[src/include/cod_pkg.sv]
// Constants for the divided clock output block
package cod_pkg;
  localparam int unsigned RATIO_W        = 8;
  localparam logic [7:0]  RATIO_RESET    = 8'h00;
  localparam logic [7:0]  SILENT_RATIO   = 8'h1F; // Divide by 32 less one
  localparam logic        SRC_SYSTEM     = 1'h0;
  localparam logic        SRC_INTERNAL   = 1'h1;
  localparam logic        SRC_RESET      = 1'h0;
  localparam int unsigned SYNC_STAGES    = 3;
endpackage

[src/cod_divider.sv]
// Divided clock output with the documented zero-ratio silicon behaviour
`timescale 1ns/100ps
// Function
// RULE1: Ratio field divides source by value plus one
// RULE2: Source select zero system, one internal oscillator
// RULE3: Ratio never written nonzero divides by 32
// RULE4: Ratio changed to zero keeps previous ratio
// RULE5: Divided clock drives a general-purpose pin
// RULE6: Software prefers nonzero ratio and other source
// RULE7: Counter on source toggles output each half
module cod_divider (
  input  wire logic       mclk,
  input  wire logic       sys_rst,
  input  wire logic       internal_precision_oscillator,
  input  wire logic       source_select,
  input  wire logic [7:0] ratio,
  output logic            gpio_clk_out,
  output logic            gpio_clk_oe
);

  // Tick counter is one bit wider than the ratio so 256 ticks fit
  localparam int unsigned       CNT_W    = cod_pkg::RATIO_W + 1;
  localparam logic [CNT_W-1:0]  CNT_ONE  = CNT_W'(1);
  localparam logic [CNT_W-1:0]  CNT_ZERO = CNT_W'(0);

  // Whether a nonzero ratio has been seen since reset
  typedef enum logic [0:0] {
    HIST_FRESH, // Only zero seen: silent divide by 32
    HIST_HELD   // A nonzero ratio is latched
  } cod_hist_t;

  // True when the select field picks the internal oscillator
  function automatic logic src_is_internal(input logic sel);
    return (sel == cod_pkg::SRC_INTERNAL);
  endfunction

  // True when the ratio field holds the value that is never latched
  function automatic logic ratio_is_zero(input logic [7:0] value);
    return (value == 8'h00);
  endfunction

  // Source ticks in one output period: the ratio plus one
  function automatic logic [CNT_W-1:0] period_of(input logic [7:0] value);
    return {1'b0, value} + CNT_ONE;
  endfunction

  // Oscillator level after the synchroniser
  logic             osc_sync;
  logic             osc_stable;
  logic             osc_rise;
  logic             src_tick;

  // Tick source state
  logic             osc_prev_q;
  logic             osc_prev_d;

  // Ratio history state
  cod_hist_t        hist_q;
  cod_hist_t        hist_d;
  logic [7:0]       eff_q;
  logic [7:0]       eff_d;

  // Counter state and its decoded boundaries
  logic [CNT_W-1:0] cnt_q;
  logic [CNT_W-1:0] cnt_d;
  logic [CNT_W-1:0] cnt_inc;
  logic [CNT_W-1:0] period;
  logic [CNT_W-1:0] half;
  logic             at_wrap;
  logic             at_half;

  // Pin state
  logic             out_q;
  logic             out_d;
  logic             oe_q;
  logic             oe_d;

  // Oscillator crosses in through three flip-flops
  // It must run below a quarter of mclk for every edge to be seen
  cod_sync u_osc_sync (
    .mclk    (mclk),
    .sys_rst (sys_rst),
    .din     (internal_precision_oscillator),
    .dout    (osc_sync),
    .stable  (osc_stable)
  );

  // Settled rising oscillator edges; the last level holds while unsettled
  always_comb begin
    osc_prev_d = osc_prev_q;
    osc_rise   = 1'b0;
    if (osc_stable) begin
      osc_prev_d = osc_sync;
      osc_rise   = osc_sync & ~osc_prev_q;
    end
    if (src_is_internal(source_select)) begin // RULE2
      src_tick = osc_rise;
    end else begin
      src_tick = 1'b1; // RULE2
    end
  end

  // Two ticks can never fall in adjacent cycles on the oscillator path
  always_ff @(posedge mclk) begin
    if (sys_rst) begin
      osc_prev_q <= 1'b0;
    end else begin
      osc_prev_q <= osc_prev_d;
    end
  end

  // Latch each nonzero ratio; zero leaves the ratio in force unchanged
  // Divide by one is unreachable, since zero is never latched
  always_comb begin
    hist_d = hist_q;
    eff_d  = eff_q;
    case (hist_q)
      HIST_FRESH: begin
        if (!ratio_is_zero(ratio)) begin
          hist_d = HIST_HELD;
          eff_d  = ratio; // RULE1
        end else begin
          eff_d  = cod_pkg::SILENT_RATIO; // RULE3
        end
      end
      HIST_HELD: begin
        if (!ratio_is_zero(ratio)) begin
          eff_d = ratio; // RULE1
        end else begin
          eff_d = eff_q; // RULE4
        end
      end
      default: begin
        hist_d = HIST_FRESH;
        eff_d  = cod_pkg::SILENT_RATIO;
      end
    endcase
  end

  // Reset forgets the history, so zero again means divide by 32
  always_ff @(posedge mclk) begin
    if (sys_rst) begin
      hist_q <= HIST_FRESH;
      eff_q  <= cod_pkg::SILENT_RATIO; // RULE3
    end else begin
      hist_q <= hist_d;
      eff_q  <= eff_d;
    end
  end

  // Boundaries of the latched ratio
  // Even ratios leave the low half one tick shorter than the high half
  always_comb begin
    period  = period_of(eff_q); // RULE1
    half    = period >> 1;
    cnt_inc = cnt_q + CNT_ONE;
    at_wrap = (cnt_inc >= period);
    at_half = (cnt_inc == half);
  end

  // Count source ticks and restart at the end of each period
  always_comb begin
    cnt_d = cnt_q;
    if (src_tick) begin // RULE7
      if (at_wrap) begin
        cnt_d = CNT_ZERO;
      end else begin
        cnt_d = cnt_inc;
      end
    end
  end

  // A ratio cut below the count wraps at the next tick
  always_ff @(posedge mclk) begin
    if (sys_rst) begin
      cnt_q <= CNT_ZERO;
    end else begin
      cnt_q <= cnt_d;
    end
  end

  // Low for the first half, high from the half point to the wrap
  always_comb begin
    out_d = out_q;
    if (src_tick) begin // RULE7
      if (at_wrap) begin
        out_d = 1'b0;
      end else if (at_half) begin
        out_d = 1'b1;
      end else begin
        out_d = out_q;
      end
    end
  end

  // Output register feeds the pin with no logic after it
  always_ff @(posedge mclk) begin
    if (sys_rst) begin
      out_q <= 1'b0;
    end else begin
      out_q <= out_d;
    end
  end

  // Pin is driven from the first edge after reset onwards
  always_comb begin
    oe_d = 1'b1; // RULE5
  end

  // Enable stays low through reset so the pin floats
  always_ff @(posedge mclk) begin
    if (sys_rst) begin
      oe_q <= 1'b0;
    end else begin
      oe_q <= oe_d;
    end
  end

  // Both pin signals come straight from flip-flops
  assign gpio_clk_out = out_q; // RULE5
  assign gpio_clk_oe  = oe_q;  // RULE5
endmodule // cod_divider

[src/cod_sync.sv]
// Three-stage synchroniser for an input from another clock domain
`timescale 1ns/100ps
module cod_sync (
  input  wire logic mclk,
  input  wire logic sys_rst,
  input  wire logic din,
  output logic      dout,
  output logic      stable
);
  logic [cod_pkg::SYNC_STAGES-1:0] sh_q;
  logic [cod_pkg::SYNC_STAGES-1:0] sh_d;

  // Shift in; first stage is read only by the second
  always_comb begin
    sh_d = {sh_q[cod_pkg::SYNC_STAGES-2:0], din};
  end

  always_ff @(posedge mclk) begin
    if (sys_rst) begin
      sh_q <= '0;
    end else begin
      sh_q <= sh_d;
    end
  end

  // Second and third stages must agree
  assign dout   = sh_q[cod_pkg::SYNC_STAGES-1];
  assign stable = (sh_q[cod_pkg::SYNC_STAGES-2] ==
                   sh_q[cod_pkg::SYNC_STAGES-1]);
endmodule // cod_sync

[config.mk]
export PLATFORM = sky130hd
export DESIGN_NAME = cod_divider
export DESIGN_NICKNAME = d
export VERILOG_FILES = /design/src/include/cod_pkg.sv /design/src/cod_divider.sv /design/src/cod_sync.sv
export SDC_FILE = /design/constraint.sdc
export NUM_CORES = 1
export LEC_CHECK = 0
export BUFFER_PORTS_ARGS = -buffer_cell sky130_fd_sc_hd__buf_2
export CORE_MARGIN = 4
export CORE_UTILIZATION = 45
export CTS_CLUSTER_SIZE = 24
export DETAILED_ROUTE_END_ITERATION = 10
export PLACE_DENSITY = 0.66
export SYNTH_ARGS = -nofsm -noshare
export SYNTH_HDL_FRONTEND = slang
export SYNTH_SLANG_ARGS = --single-unit
export TNS_END_PERCENT = 30
[constraint.sdc]
create_clock -name mclk -period 2.14 [get_ports mclk]
set_input_delay 0.428 -clock mclk [delete_from_list [all_inputs] [get_ports mclk]]
set_output_delay 0.428 -clock mclk [all_outputs]
set_load 0.03 [all_outputs]
# --- Word-level counts from Yosys, hierarchy flattened ---
# Cells that the tools add are included.
totals:
  regBits: 24
  inputBits: 12
  output_inout_bits: 2
classes:
  add_sub_neg: 2
  order_cmp: 1
  eq_ne: 3
  n_mux: 11
  n_bitwise: 3
  reduce_logical: 3
op_table:
  columns: ["op", "n"]
  rows:
  - ["8-bit two-way mux", 2]
  - ["8-bit case mux with 2 select lines", 1]
  - ["8-bit by 1-bit adder with 9-bit output, second input constant", 1]
  - ["9-bit by 1-bit adder with 9-bit output, second input constant", 1]
  - ["9-bit by 8-bit equality test with 1-bit output", 1]
  - ["9-bit >= comparator", 1]
  - ["9-bit two-way mux", 1]
  - ["8-bit zero test", 1]
  - ["1-bit two-way mux", 7]
  - ["2-bit inequality test, second input constant", 1]
  - ["1-bit inverter", 2]
  - ["2-bit AND reduction", 1]
  - ["2-bit nonzero test", 1]
  - ["1-bit bitwise AND", 1]
  - ["1-bit equality test", 1]

# --- Longest topological paths before layout ---
logic_depth:
  word_depth: 5
  ltp_mapped: 12

# --- By module ---
# A second synthesis with hierarchy kept.
hier_totals:
  hier_cells: 165
  area_unflattened_um2: 1437.6
modules_own_cells:
  columns: ["mod", "instances", "cells_per_inst", "area_per_inst_um2", "seq_area_each_um2"]
  rows:
  - ["cod_divider", 1, 158, 1347.5, 420.4]
  - ["cod_sync", 1, 7, 90.1, 60.1]

# --- Worst setup path before layout ---
# Ideal clock, no wire load.
synth_path:
  path_type: "register -> register"
  from: "reg cnt_q[0]"
  to: "reg cnt_q[1]"
  t_arrival_ps: 2299
  required_time_ps: 2069
  setup_slack_ps: -230
  path_stages_with_launch: 12
  path_buffers: 1
  path_cell_list: "dfxtp_1 -> ha_1 -> nand3_2 -> nor2_2 -> and3_1 -> xor2_1 -> ha_1 -> a21oi_1 -> o21ai_0 -> a41o_1 -> clkbuf_1 -> a21oi_1"
synth_between:
  elab_chain_cells: 3
synth_rtl:
  columns: ["element", "line", "source"]
  rows:
  - ["from (decl)", "cod_divider.sv:64", "logic [CNT_W-1:0] cnt_q;"]
  - ["from (signal assigned)", "cod_divider.sv:178", "cnt_q <= cnt_d;"]
  - ["9-bit by 1-bit adder with 9-bit output (*)", "cod_divider.sv:156", "cnt_inc = cnt_q + CNT_ONE;"]
  - ["9-bit >= comparator", "cod_divider.sv:157", "at_wrap = (cnt_inc >= period);"]
  - ["9-bit two-way mux (*)", "cod_divider.sv:165", "if (at_wrap) begin"]
# Every way passes the cells marked *; elsewhere a longest branch is shown, timed or not.
# A chain may end at the register's enable or synchronous reset.

# --- Worst setup path after layout ---
layout_path:
  from: "reg cnt_q[1]"
  to: "reg cnt_q[7]"
# Same word-level chain as after synthesis.

==> qor.txt <==
RUN STATUS
---------------------------------------------------------------------------------------
Status                                                                     complete, no violations

SYNTHESIS
---------------------------------------------------------------------------------------
Average size of a mapped cell                                                8.42 sq um
Combined area of all synthesized cells                                       1500 sq um
Number of different library cells in the post-synthesis netlist                      39
Main flop type after synthesis                                                  dfxtp_1
Post-synth EDFFs                                                                      0
Post-Syn Instances                                                                  178
#FFs+latches synth                                                                   24
Async set-reset flop share out of synthesis                                           0
Sequential cell area fraction in the yosys report                                 0.321
Ys Warns                                                                              0
Number of nets in the synthesized netlist                                           201

STA
---------------------------------------------------------------------------------------
Max transition margin                                                             0.779
Transition at the pin with the smallest max-transition slack                     328 ps
Maximum operating frequency                                                   0.476 GHz
Minimum clock period after layout                                               2100 ps
Number of endpoints with negative hold slack in the final report                      0
Worst-case clock skew                                                           3.83 ps
Final count of negative-setup-slack endpoints                                         0
Final-layout worst hold slack                                                    303 ps
RSZ-0062 raised after global routing                                                yes
Final Max Slew Viols                                                                  0
Fraction of the cycle the final worst path needs                                  0.981

CRITICAL PATH
---------------------------------------------------------------------------------------
Class of the most critical setup path                                        reg -> reg
Worst Reg-to-Reg Cells                                                               10
Arrival time at the worst endpoint                                              2370 ps
Maximum fanout along the worst path                                                   5
Nature of the critical path endpoint                                               flop
Reg2reg setup slack                                                               40 ps
Startpoint types                                                                   flop
Start of the worst register-to-register path                                   cnt_q[1]
Last element of the critical path                                              cnt_q[7]
Required arrival time at the worst endpoint                                     2410 ps
Reg-to-reg endpoint                                                            cnt_q[7]
First element of the critical path                                             cnt_q[1]

HOLD PATH
---------------------------------------------------------------------------------------
Hold Crit Class                                                               in -> reg
Min-Delay Startpoint                                                       internal_precision_oscillator
Hold Path Stages                                                                      2

PWR
---------------------------------------------------------------------------------------
Sequential Power Share                                                            0.490
Switching Fraction                                                                0.276
Switching power of the nets                                                      272 uW
Pwr per Cell Area                                                           506 nW/um^2
Worst supply voltage drop on vdd                                                 302 uV
Power share of the combinational group                                            0.218
Post-route total power                                                           985 uW
Clock network fraction of design power                                            0.293
Leak                                                                           0.836 nW
Internal power contribution                                                      713 uW

CTS
---------------------------------------------------------------------------------------
Clk Latency, worst-skew pair                                                     320 ps
Number of levels the H-tree was split into                                            1
Number of clock sinks                                                                24
Clock-pin slew on the worst setup and hold paths                                 140 ps
Number of buffers inserted by hold repair at cts                                      0
Root Buffer                                                                    clkbuf_4
Num CTS Buffers                                                                       3
CTS tree                                                                            yes
Maximum buffer depth of the clock tree                                                2

PLACED DESIGN
---------------------------------------------------------------------------------------
Cell count after placement                                                          248
DP HPWL                                                                         2.68 mm
Count of buffers from port buffering                                                 13
Placed cell areas                                                            1760 sq um
Last weighted congestion value of the routability-driven placer                   0.856

GRT
---------------------------------------------------------------------------------------
First-pass GRT wire length                                                      6.31 mm
Overall global routing resource usage                                             0.187
Largest net degree at the start of global routing                                    15
Vias in the first global route                                                    1,354
Grt ovf                                                                               0
Initial antenna violation count                                                       0

FINAL LAYOUT
---------------------------------------------------------------------------------------
Number of inserted diodes                                                             0
Combined area of the multi-input logic cells                                 1090 sq um
Finished Cell Area                                                           1950 sq um
Total area of sequential cells                                                490 sq um
Final core utilization                                                            0.623
Nets@finish                                                                         235
Proportion of layout cells with a drive suffix above 1                            0.332
Post-layout instance count excluding filler cells                                   255
Layout Area Growth over Synthesis                                                 30.0%
Number of fill cells                                                                265

ROUTING
---------------------------------------------------------------------------------------
Routed WL per cell                                                              14.3 um
Total via count in the routed design                                              1,336
First-pass DRT Iterations                                                             4
Total DRC errors in the routed layout                                                 0
Number of violations reported at the end of detailed-routing iteration 0             97
Number of antenna-violating nets in the routed design                                 0
Vias per std cell                                                                  5.24
Total detailed-routing wirelength                                               3.64 mm

FLOORPLAN
---------------------------------------------------------------------------------------
DIE AREA                                                                     4320 sq um
Core box area                                                                3130 sq um
Die height                                                                      65.7 um
Effective utilization at floorplan                                                0.479
I/O pins                                                                             14
Number of cell rows                                                                  20
Die outline width                                                               65.7 um

RUN
---------------------------------------------------------------------------------------
Max-cap violations                                                                    0

[what timing repair did]
item                       4_1_cts  5_1_grt
gates resized for setup          7       18
buffers inserted                 2        0
pin swaps                        3       13
setup endpoints to repair       10       10
hold endpoints to repair         0        0
cloned                           1        0
[placed cells by master (no fill, tap or decap), types with 2 or more instances in the layout]
cell,synthesis,layout
ha_4,0,2
dfxtp_1,24,20
o21ai_2,0,2
nand3_1,6,6
nor2_2,2,2
nor2_1,22,20
dfxtp_2,0,2
buf_2,1,13
xor2_1,14,13
nor4_1,2,2
clkbuf_4,0,3
inv_1,7,7
buf_4,1,23
xnor2_1,12,11
a21oi_2,0,4
ha_1,11,9
o21ai_0,4,3
nand2_1,14,14
nor2b_1,4,4
nor3b_1,3,3
a31oi_1,4,4
nand4_1,3,3
and3_1,6,4
nand3_4,0,2
and3_2,1,2
o21ai_1,5,4
nor2_4,0,2
a21o_1,4,4
dfxtp_4,0,2
[Yosys cell counts, types with 2 or more instances]
| library cell | number | area share |
|---|---|---|
| nor2_2 | 2 | 0.0083 |
| a31oi_1 | 4 | 0.017 |
| nor4_1 | 2 | 0.0083 |
| xor2_1 | 14 | 0.082 |
| nand4_1 | 3 | 0.013 |
| clkbuf_1 | 6 | 0.015 |
| o21ai_1 | 5 | 0.017 |
| nor2_1 | 22 | 0.055 |
| a21o_1 | 4 | 0.020 |
| nand3_2 | 2 | 0.013 |
| o21ai_0 | 4 | 0.013 |
| nor3b_1 | 3 | 0.015 |
| nand2_1 | 14 | 0.035 |
| xnor2_1 | 12 | 0.070 |
| ha_1 | 11 | 0.092 |
| a21oi_1 | 5 | 0.017 |
| dfxtp_1 | 24 | 0.32 |
| nor2b_1 | 4 | 0.017 |
| nand3_1 | 6 | 0.020 |
| inv_1 | 7 | 0.018 |
| and3_1 | 6 | 0.025 |
[worst min path at each step]
| stage | endpoint |
|---|---|
| global route | eff_q[1] |
| global placement | u_osc_sync.sh_q[1] |
| floorplan | u_osc_sync.sh_q[1] |
| finish | u_osc_sync.sh_q[0] |
| detailed placement | u_osc_sync.sh_q[1] |
| CTS | u_osc_sync.sh_q[0] |
[critical path, stage by stage, from the launching register on]
cell and delay [ps]:
dfxtp_4 390, ha_4 170, nand3_4 100, xor2_1 230
inv_1 100, ha_1 220, a21o_1 200, a21oi_2 160
o21ai_2 90, a41o_2 290, nor2_1 100
[routing by layer]
layer | wire length, um | up-vias | global-route usage
met2 | 1770 | 29 | 0.303
met4 | 47 | 0 | 0.0596
li1 | - | 684 | -
met3 | 136 | 5 | 0.0256
met5 | 0 | - | 0
met1 | 1690 | 618 | 0.253
[stage by stage]
step,TNS (ps),setup WS [ps]
after floorplan,0,7.98
after global placement,0,23.9
after detailed placement,-456,-68.4
after CTS,0,2.35
after global routing,-705,-83.6
final,0,41.1
[power groups by stage]
stage / combinational [mW] / clock (mW) / sequential, mW
2_1_floorplan: 0.119 / 0 / 0.493
6_report: 0.214 / 0.288 / 0.483
5_1_grt: 0.238 / 0.319 / 0.486
4_1_cts: 0.197 / 0.297 / 0.481
3_5_place_dp: 0.183 / 0 / 0.493
3_3_place_gp: 0.177 / 0 / 0.492
[area by class of cell]
class,count,share of cell area
multi-input cells,140,0.560
well taps,44,0.0283
flip-flops and latches,24,0.252
clock buffers,4,0.0244
inverters,7,0.0135
repair buffers,36,0.122
[registers in the layout (all words and copies together), names as in the netlist]
signal	count
cnt_q	9
eff_q	8
gpio_clk_oe	1
gpio_clk_out	1
hist_q	1
osc_prev_q	1
u_osc_sync.sh_q	3
[cells by family (layout without fill, tap and decap cells)]
family / Yosys count / in the layout / synth area share
fa+ha+maj: 11 / 11 / 0.0918
flops: 24 / 24 / 0.321
mux: 1 / 1 / 0.00668
compound gates: 30 / 31 / 0.131
buf+inv: 15 / 47 / 0.0409
xor+xnor: 27 / 27 / 0.170
simple gates: 70 / 70 / 0.239
Power figures use the tool's default switching activity.
